==> src/step_direction_cfg.svh <==
// Constants for the three-channel step and direction generator
`ifndef STEP_DIRECTION_CFG_SVH
`define STEP_DIRECTION_CFG_SVH

// System clock and the step timebase, both in Hz
`define SYS_CLK_HZ 32'd40000000
`define STEP_CLK_HZ 32'd25000000

// Register indexes on both access paths
`define REG_STEP_RATE0 6'd18
`define REG_POSITION0 6'd21
`define REG_REMAINING0 6'd24
`define REG_STEP_LENGTH 6'd33

// Field layout
`define CHANNELS 3
`define WORD_W 32
`define PULSE_W 16
`define ACCESS_DATA_W 64
`define SIGN_BIT 31

// Reset values
`define RATE_RESET 32'h00000000
`define WIDTH_RESET 16'h0000
`define POSITION_RESET 32'h00000000
`define REMAINING_RESET 32'h00000000
`define PHASE_RESET 32'h00000000

`endif

==> src/step_direction_pkg.sv <==
// Types shared by the step and direction generator
package step_direction_pkg;

  typedef struct packed {
    logic [31:0] phase;
    logic [15:0] pulse_cnt;
    logic step_level;
    logic [31:0] position;
    logic [31:0] remaining;
  } chan_state_t;

  typedef struct packed {
    logic [2:0][31:0] rate;
    logic [2:0][15:0] width;
    logic [31:0] tick_acc;
    logic tick;
    logic [63:0] net_rdata;
    logic [63:0] local_rdata;
  } gen_state_t;

endpackage

==> src/step_channel.sv <==
// One step and direction channel: phase accumulator, pulse timer, counters
`timescale 1ns/1ps
`include "step_direction_cfg.svh"

module step_channel
  import step_direction_pkg::*;
(
  input wire logic clk,
  input wire logic reset,
  input wire logic tick,
  input wire logic [31:0] rate,
  input wire logic [15:0] width,
  input wire logic target_wr,
  input wire logic [31:0] target_wdata,
  output logic step_out,
  output logic step_out_inverted,
  output logic direction_out,
  output logic direction_out_inverted,
  output logic [31:0] position,
  output logic [31:0] remaining
);

  chan_state_t s_r;
  chan_state_t s_nxt;
  logic [31:0] mag;
  logic [32:0] sum;
  logic fire;

  always_comb begin
    s_nxt = s_r;
    mag = rate[`SIGN_BIT] ? (~rate + 32'h00000001) : rate;
    sum = 33'h000000000;
    fire = 1'b0;
    if (tick) begin
      sum = {1'b0, s_r.phase} + {1'b0, mag};
      s_nxt.phase = sum[31:0];
      fire = sum[32] && (s_r.remaining != 32'h00000000);
      if (s_r.pulse_cnt != 16'h0000) begin
        s_nxt.pulse_cnt = s_r.pulse_cnt - 16'h0001;
      end
    end
    if (fire) begin
      s_nxt.remaining = s_r.remaining - 32'h00000001;
      s_nxt.position = rate[`SIGN_BIT] ? (s_r.position - 32'h00000001) : (s_r.position + 32'h00000001);
      // width of zero still gives one tick, so a step is never lost
      s_nxt.pulse_cnt = (width == 16'h0000) ? 16'h0001 : width;
    end
    // write wins over a step in the same cycle
    if (target_wr) begin
      s_nxt.remaining = target_wdata;
    end
    s_nxt.step_level = (s_nxt.pulse_cnt != 16'h0000);
  end

  always_ff @(posedge clk or posedge reset) begin
    if (reset) begin
      s_r <= '{phase: `PHASE_RESET, pulse_cnt: 16'h0000, step_level: 1'b0,
               position: `POSITION_RESET, remaining: `REMAINING_RESET};
    end else begin
      s_r <= s_nxt;
    end
  end

  assign step_out = s_r.step_level;
  assign step_out_inverted = ~s_r.step_level;
  assign direction_out = rate[`SIGN_BIT];
  assign direction_out_inverted = ~rate[`SIGN_BIT];
  assign position = s_r.position;
  assign remaining = s_r.remaining;
endmodule

==> src/step_direction_generator.sv <==
// Three-channel step and direction generator with two register access paths
`timescale 1ns/1ps
`include "step_direction_cfg.svh"

// What this block does
// - Three independent channels, 0 to 2, each with its own rate, counter, target and outputs.
// - Each channel holds a 32-bit two's complement rate whose magnitude sets the step interval.
// - Each direction pair follows the sign bit of its channel's rate.
// - Each channel's position counter moves up or down one per step by direction and is read-only.
// - Each channel's 32-bit remaining count drops by one with every emitted step.
// - A channel whose remaining count is zero emits no steps.
// - A new remaining count may be written at any time and stepping continues from it.
// - Reading the remaining register returns the steps still to go, not the last written value.
// - Both access paths write rates and targets and read counters in the same way.
// - Each channel's step pulse width is a 16-bit count of 25 MHz cycles.
module step_direction_generator
  import step_direction_pkg::*;
(
  input wire logic clk,
  input wire logic reset,
  input wire logic net_wr,
  input wire logic net_rd,
  input wire logic [5:0] net_addr,
  input wire logic [63:0] net_wdata,
  output logic [63:0] net_rdata,
  input wire logic local_wr,
  input wire logic local_rd,
  input wire logic [5:0] local_addr,
  input wire logic [63:0] local_wdata,
  output logic [63:0] local_rdata,
  output logic step_out_ch0,
  output logic step_out_ch0_inverted,
  output logic direction_out_ch0,
  output logic direction_out_ch0_inverted,
  output logic step_out_ch1,
  output logic step_out_ch1_inverted,
  output logic direction_out_ch1,
  output logic direction_out_ch1_inverted,
  output logic step_out_ch2,
  output logic step_out_ch2_inverted,
  output logic direction_out_ch2,
  output logic direction_out_ch2_inverted
);

  gen_state_t s_r;
  gen_state_t s_nxt;
  logic [2:0] target_wr;
  logic [2:0][31:0] target_wdata;
  logic [2:0][31:0] position;
  logic [2:0][31:0] remaining;
  logic [2:0] step_level;
  logic [2:0] step_level_n;
  logic [2:0] dir_level;
  logic [2:0] dir_level_n;
  logic [32:0] tick_sum;

  // Counters live in the channels, so reads look there rather than at a copy
  function automatic logic [63:0] read_reg(input logic [5:0] addr,
                                           input logic [2:0][31:0] pos,
                                           input logic [2:0][31:0] rem);
    logic [63:0] val;
    val = 64'h0000000000000000;
    for (int i = 0; i < `CHANNELS; i++) begin
      if (addr == 6'(`REG_POSITION0 + i)) begin
        val = {32'h00000000, pos[i]};
      end
      if (addr == 6'(`REG_REMAINING0 + i)) begin
        val = {32'h00000000, rem[i]};
      end
    end
    return val;
  endfunction

  always_comb begin
    s_nxt = s_r;
    target_wr = 3'b000;
    target_wdata = '0;
    // 25 MHz timebase from the 40 MHz clock by fractional accumulation
    tick_sum = {1'b0, s_r.tick_acc} + {1'b0, `STEP_CLK_HZ};
    if (tick_sum >= {1'b0, `SYS_CLK_HZ}) begin
      s_nxt.tick_acc = 32'(tick_sum - {1'b0, `SYS_CLK_HZ});
      s_nxt.tick = 1'b1;
    end else begin
      s_nxt.tick_acc = tick_sum[31:0];
      s_nxt.tick = 1'b0;
    end
    // Network side takes precedence when both paths hit the same register together
    for (int i = 0; i < `CHANNELS; i++) begin
      if (net_wr && net_addr == 6'(`REG_STEP_RATE0 + i)) begin
        s_nxt.rate[i] = net_wdata[31:0];
      end else if (local_wr && local_addr == 6'(`REG_STEP_RATE0 + i)) begin
        s_nxt.rate[i] = local_wdata[31:0];
      end
      if (net_wr && net_addr == 6'(`REG_REMAINING0 + i)) begin
        target_wr[i] = 1'b1;
        target_wdata[i] = net_wdata[31:0];
      end else if (local_wr && local_addr == 6'(`REG_REMAINING0 + i)) begin
        target_wr[i] = 1'b1;
        target_wdata[i] = local_wdata[31:0];
      end
      if (net_wr && net_addr == `REG_STEP_LENGTH) begin
        s_nxt.width[i] = net_wdata[16 * i +: 16];
      end else if (local_wr && local_addr == `REG_STEP_LENGTH) begin
        s_nxt.width[i] = local_wdata[16 * i +: 16];
      end
    end
    if (net_rd) begin
      s_nxt.net_rdata = read_reg(net_addr, position, remaining);
    end
    if (local_rd) begin
      s_nxt.local_rdata = read_reg(local_addr, position, remaining);
    end
  end

  always_ff @(posedge clk or posedge reset) begin
    if (reset) begin
      s_r <= '{rate: {`RATE_RESET, `RATE_RESET, `RATE_RESET},
               width: {`WIDTH_RESET, `WIDTH_RESET, `WIDTH_RESET},
               tick_acc: 32'h00000000, tick: 1'b0,
               net_rdata: 64'h0000000000000000, local_rdata: 64'h0000000000000000};
    end else begin
      s_r <= s_nxt;
    end
  end

  for (genvar g = 0; g < `CHANNELS; g++) begin : chan
    step_channel u_channel (
      .clk(clk),
      .reset(reset),
      .tick(s_r.tick),
      .rate(s_r.rate[g]),
      .width(s_r.width[g]),
      .target_wr(target_wr[g]),
      .target_wdata(target_wdata[g]),
      .step_out(step_level[g]),
      .step_out_inverted(step_level_n[g]),
      .direction_out(dir_level[g]),
      .direction_out_inverted(dir_level_n[g]),
      .position(position[g]),
      .remaining(remaining[g])
    );
  end

  assign net_rdata = s_r.net_rdata;
  assign local_rdata = s_r.local_rdata;
  assign step_out_ch0 = step_level[0];
  assign step_out_ch0_inverted = step_level_n[0];
  assign direction_out_ch0 = dir_level[0];
  assign direction_out_ch0_inverted = dir_level_n[0];
  assign step_out_ch1 = step_level[1];
  assign step_out_ch1_inverted = step_level_n[1];
  assign direction_out_ch1 = dir_level[1];
  assign direction_out_ch1_inverted = dir_level_n[1];
  assign step_out_ch2 = step_level[2];
  assign step_out_ch2_inverted = step_level_n[2];
  assign direction_out_ch2 = dir_level[2];
  assign direction_out_ch2_inverted = dir_level_n[2];

  // Helper: ticks seen in each fixed, back-to-back window of eight clocks must be five
  logic [2:0] win_cnt;
  logic [3:0] win_ticks;
  logic win_done;
  always_ff @(posedge clk or posedge reset) begin
    if (reset) begin
      win_cnt <= 3'h0;
      win_ticks <= 4'h0;
      win_done <= 1'b0;
    end else begin
      win_cnt <= win_cnt + 3'h1;
      win_ticks <= (win_cnt == 3'h7) ? 4'(s_r.tick) : win_ticks + 4'(s_r.tick);
      // Flag the window once its eighth sample is in, not as the count restarts
      win_done <= (win_cnt == 3'h6);
    end
  end
endmodule

==> config.mk <==
export PLATFORM = sky130hd
export DESIGN_NAME = step_direction_generator
export DESIGN_NICKNAME = d
export VERILOG_FILES = /design/src/step_direction_pkg.sv /design/src/step_channel.sv /design/src/step_direction_generator.sv
export VERILOG_INCLUDE_DIRS = /design/src
export SDC_FILE = /design/constraint.sdc
export NUM_CORES = 2
export LEC_CHECK = 0
export BUFFER_PORTS_ARGS = -buffer_cell sky130_fd_sc_hd__buf_2
export CAP_MARGIN = 5
export CELL_PAD_IN_SITES_DETAIL_PLACEMENT = 0
export CELL_PAD_IN_SITES_GLOBAL_PLACEMENT = 1
export CORE_MARGIN = 4
export CORE_UTILIZATION = 48
export DETAILED_ROUTE_END_ITERATION = 10
export GPL_ROUTABILITY_DRIVEN = 0
export GPL_TIMING_DRIVEN = 0
export PLACE_DENSITY_LB_ADDON = 0.1
export SLEW_MARGIN = 5
export SYNTH_ARGS = -nofsm -noshare
export SYNTH_HDL_FRONTEND = slang
export SYNTH_HIERARCHICAL = 1
export SYNTH_SLANG_ARGS = --single-unit
==> constraint.sdc <==
create_clock -name clk -period 10.6 [get_ports clk]
set_input_delay 1.59 -clock clk [delete_from_list [all_inputs] [get_ports clk]]
set_output_delay 1.59 -clock clk [all_outputs]
set_load 0.03 [all_outputs]
==> results.py <==
metrics = {
    "outcome": {
        "status": "complete, no violations",
    },
    "clock_network": {
        "cts_tree": "done",
        "postCtsSetupRepairBufs": 0,
        "cts_sinks": 574,
        "cts-root-buf": "clkbuf_16",
        "holdBufCountCts": 0,
        "cts_resized": 0,
        "cts_buffer_depth": 3,
        "cts_buffers": 73,
        "clk_latency_ns": 0.64,
        "h-tree-depth": 3,
        "clk_pin_slew_worst_paths_ns": 0.05,
    },
    "timing": {
        "hold_viol": 0,
        "finalSetupViolCount": 0,
        "slew_viol_final": 0,
        "relSlewSlack": 0.138,
        "min_period_ns": 6.42,
        "fin_crit_sh": 0.605,
        "worst_pin_slew_ns": 1.28,
        "max_freq_mhz": 156,
        "finalClockSkew_ns": 0.0298,
        "rsz0062_at_grt": "false",
        "final.setup.tns_ns": 0,
        "whs_ns": 0.477,
    },
    "logic_synthesis": {
        "synth.area.top_cells": "dfrtp_1 33%, ha_1 5.8%, buf_4 5.6%",
        "synth_fa_ha_area_frac": 0.0610,
        "synth_area_sq_um": 43600,
        "synth_xor_area_frac": 0.0793,
        "synthCells": 5009,
        "seq_area_frac_synth": 0.329,
        "synth_commonest_cells": "574 x dfrtp_1, 475 x nor2_1, 434 x a21oi_1",
        "synth_top_area_cell": "dfrtp_1",
        "synth-simple-area-share": 0.153,
        "synthFlopType": "dfrtp_1",
        "synth_edf_count": 0,
        "avgSynthCellArea_sq_um": 8.71,
        "synth_top_family_by_area": "compound AO/OA/AOI/OAI gates",
        "synth_seq_cells": 574,
        "yosys.cell_types.count": 99,
        "synthArstFlopShare": 1.00,
        "synth.most_common_cell": "dfrtp_1",
        "synthMuxAreaShare": 0.0711,
        "netlist.area_leader.share": 0.329,
        "ys_warn_count": 6,
        "synth-compound-area-share": 0.216,
    },
    "floorplanning": {
        "die_w_um": 309,
        "core_area_sq_um": 90100,
        "initial_utilization": 0.484,
        "die-area_sq_um": 95800,
        "num_rows": 110,
        "die_y_um": 309,
        "ioPinCount": 286,
    },
    "critical_path": {
        "crit_type": "reg -> reg",
        "rrSetupSlack_ns": 4.18,
        "crit_path_end_kind": "flip-flop",
        "critPathRequiredTime_ns": 11.15,
        "crit_fanout": 10,
        "startpoint_type": "flip-flop",
        "cp_data_arrival_time_ns": 6.97,
        "r2r-end": "chan[1].u_channel/position[24]",
        "r2r_start": "s_r[241]",
        "reg2reg_depth": 21,
    },
    "flow_run": {
        "drv_cap": 0,
    },
    "drt": {
        "wl_mm": 153,
        "wire_per_inst_um": 23.3,
        "first_iter_violations": 3583,
        "first_pass_iters": 6,
        "viasPerCell": 5.93,
        "vias": 39000,
        "drc_errors": 0,
        "ant_nets": 0,
    },
    "layout": {
        "syn_to_final_growth_pct": 12.3,
        "drive_above_1_share": 0.160,
        "fin_nets": 5697,
    },
    "hold_path": {
        "whs_endpoint": "chan[1].u_channel/position[31]",
        "hp-start": "chan[1].u_channel/position[31]",
        "worstHoldPathCells": 1,
        "hp-class": "reg -> reg",
    },
    "pwr": {
        "finalPower_mw": 13.4,
        "powerDensity_nw_per_um2": 275,
        "vdd_drop_max_v": 0.000157,
        "cellLeakagePower_nw": 21.5,
    },
    "grt": {
        "grt.total_usage": 0.313,
        "grt_pass1_wl_mm": 229,
        "gr-total-overflow": 0,
        "grt_pass1_vias": 36700,
        "antenna_found_initial": 1,
        "grt_max_degree": 113,
    },
    "placement": {
        "post-dp-hpwl_mm": 114,
        "port_buffers": 187,
    },
}
-- logic make-up (layout without fill, tap and decap cells) --
kind of cell	Yosys count	after routing
buf+inv	689	1012
xor+xnor	395	395
simple gates	1386	1386
compound gates	1459	1459
fa+ha+maj	209	209
mux	296	296
other cells	1	65
flops	574	574
-- worst max path at each step --
stage / start / to / slack [ns] / cells after the start
2_1_floorplan: reset / local_rdata[0] / 2.56 / 1
3_3_place_gp: reset / local_rdata[2] / -1.05 / 2
3_5_place_dp: s_r[210] / chan[0].u_channel/position[21] / 4.34 / 21
4_1_cts: s_r[241] / chan[1].u_channel/position[24] / 4.30 / 21
5_1_grt: s_r[241] / chan[1].u_channel/position[4] / 3.72 / 22
6_report: s_r[241] / chan[1].u_channel/position[24] / 4.18 / 21
-- layout make-up --
| type | count | area (sq um) |
|---|---|---|
| fill | 8457 | 41200 |
| multi-input combinational | 3809 | 25600 |
| sequential | 574 | 14400 |
| buffer | 572 | 3490 |
| clock buffer | 111 | 2290 |
| tap | 1176 | 1470 |
| timing repair buffer | 195 | 1130 |
| inverter | 117 | 462 |
| clock inverter | 17 | 194 |
| antenna | 1 | 2.50 |
-- layer usage --
layer	vias up	share of wire	GRT usage
li1	18400	-	-
met1	18700	0.44	0.434
met2	1476	0.43	0.470
met3	357	0.075	0.0543
met4	2	0.062	0.162
met5	-	0.000085	0
-- registers in the layout, summed over array words and instances, names as in the netlist --
name	count
chan.u_channel/s_r	144
chan.u_channel/step_out	3
chan.u_channel/remaining	96
net_rdata	32
s_r	171
chan.u_channel/position	96
local_rdata	32
-- critical path, cell delays in order, from the launching register on --
cell and delay, ns:
dfrtp_1 0.42, inv_1 0.08, ha_1 0.17, nand2b_1 0.08
or4_1 0.44, or2_2 0.32, or3_1 0.45, nand2b_1 0.23
or3_1 0.42, o31ai_1 0.27, xnor2_1 0.16, ha_1 0.32
a2111oi_0 0.71, inv_1 0.09, nor4_1 0.60, o31a_1 0.45
or2_1 0.30, buf_6 0.19, buf_6 0.18, buf_2 0.27
nand2_1 0.09, o21ai_0 0.07
-- report_power, final --
part / total (mW) / switching (mW) / internal (mW)
registers: 3.72 / 0.788 / 2.93
logic: 7.13 / 3.97 / 3.16
clock network: 2.60 / 1.02 / 1.58
total: 13.4 / 5.78 / 7.67
-- cells in the final DEF, fill, tap and decap left out, types with 76 or more instances in the layout --
cell | synthesis | routed
a21oi_1 | 434 | 434
a22o_1 | 160 | 160
a31oi_1 | 80 | 80
buf_2 | 22 | 209
buf_4 | 328 | 328
clkbuf_1 | 188 | 201
clkbuf_16 | 0 | 79
dfrtp_1 | 574 | 571
ha_1 | 203 | 203
inv_1 | 115 | 111
mux2_2 | 112 | 112
mux2i_1 | 184 | 184
nand2_1 | 396 | 396
nand3_1 | 76 | 76
nor2_1 | 475 | 475
o21ai_0 | 345 | 345
xnor2_1 | 258 | 258
xor2_1 | 137 | 137
-- per-stage QoR --
stage          worst slack (ns)  instance area [sq um]  utilization  instances
4_1_cts                    4.30                  49000        0.543       6571
3_5_place_dp               4.34                  46500        0.516       6443
3_3_place_gp              -1.05                  46300        0.513       6435
5_1_grt                    3.72                  49000        0.543       6571
2_1_floorplan              2.56                  43900            -       5072
6_report                   4.18                  49000        0.543       6572
(Power assumes the default switching activity.)
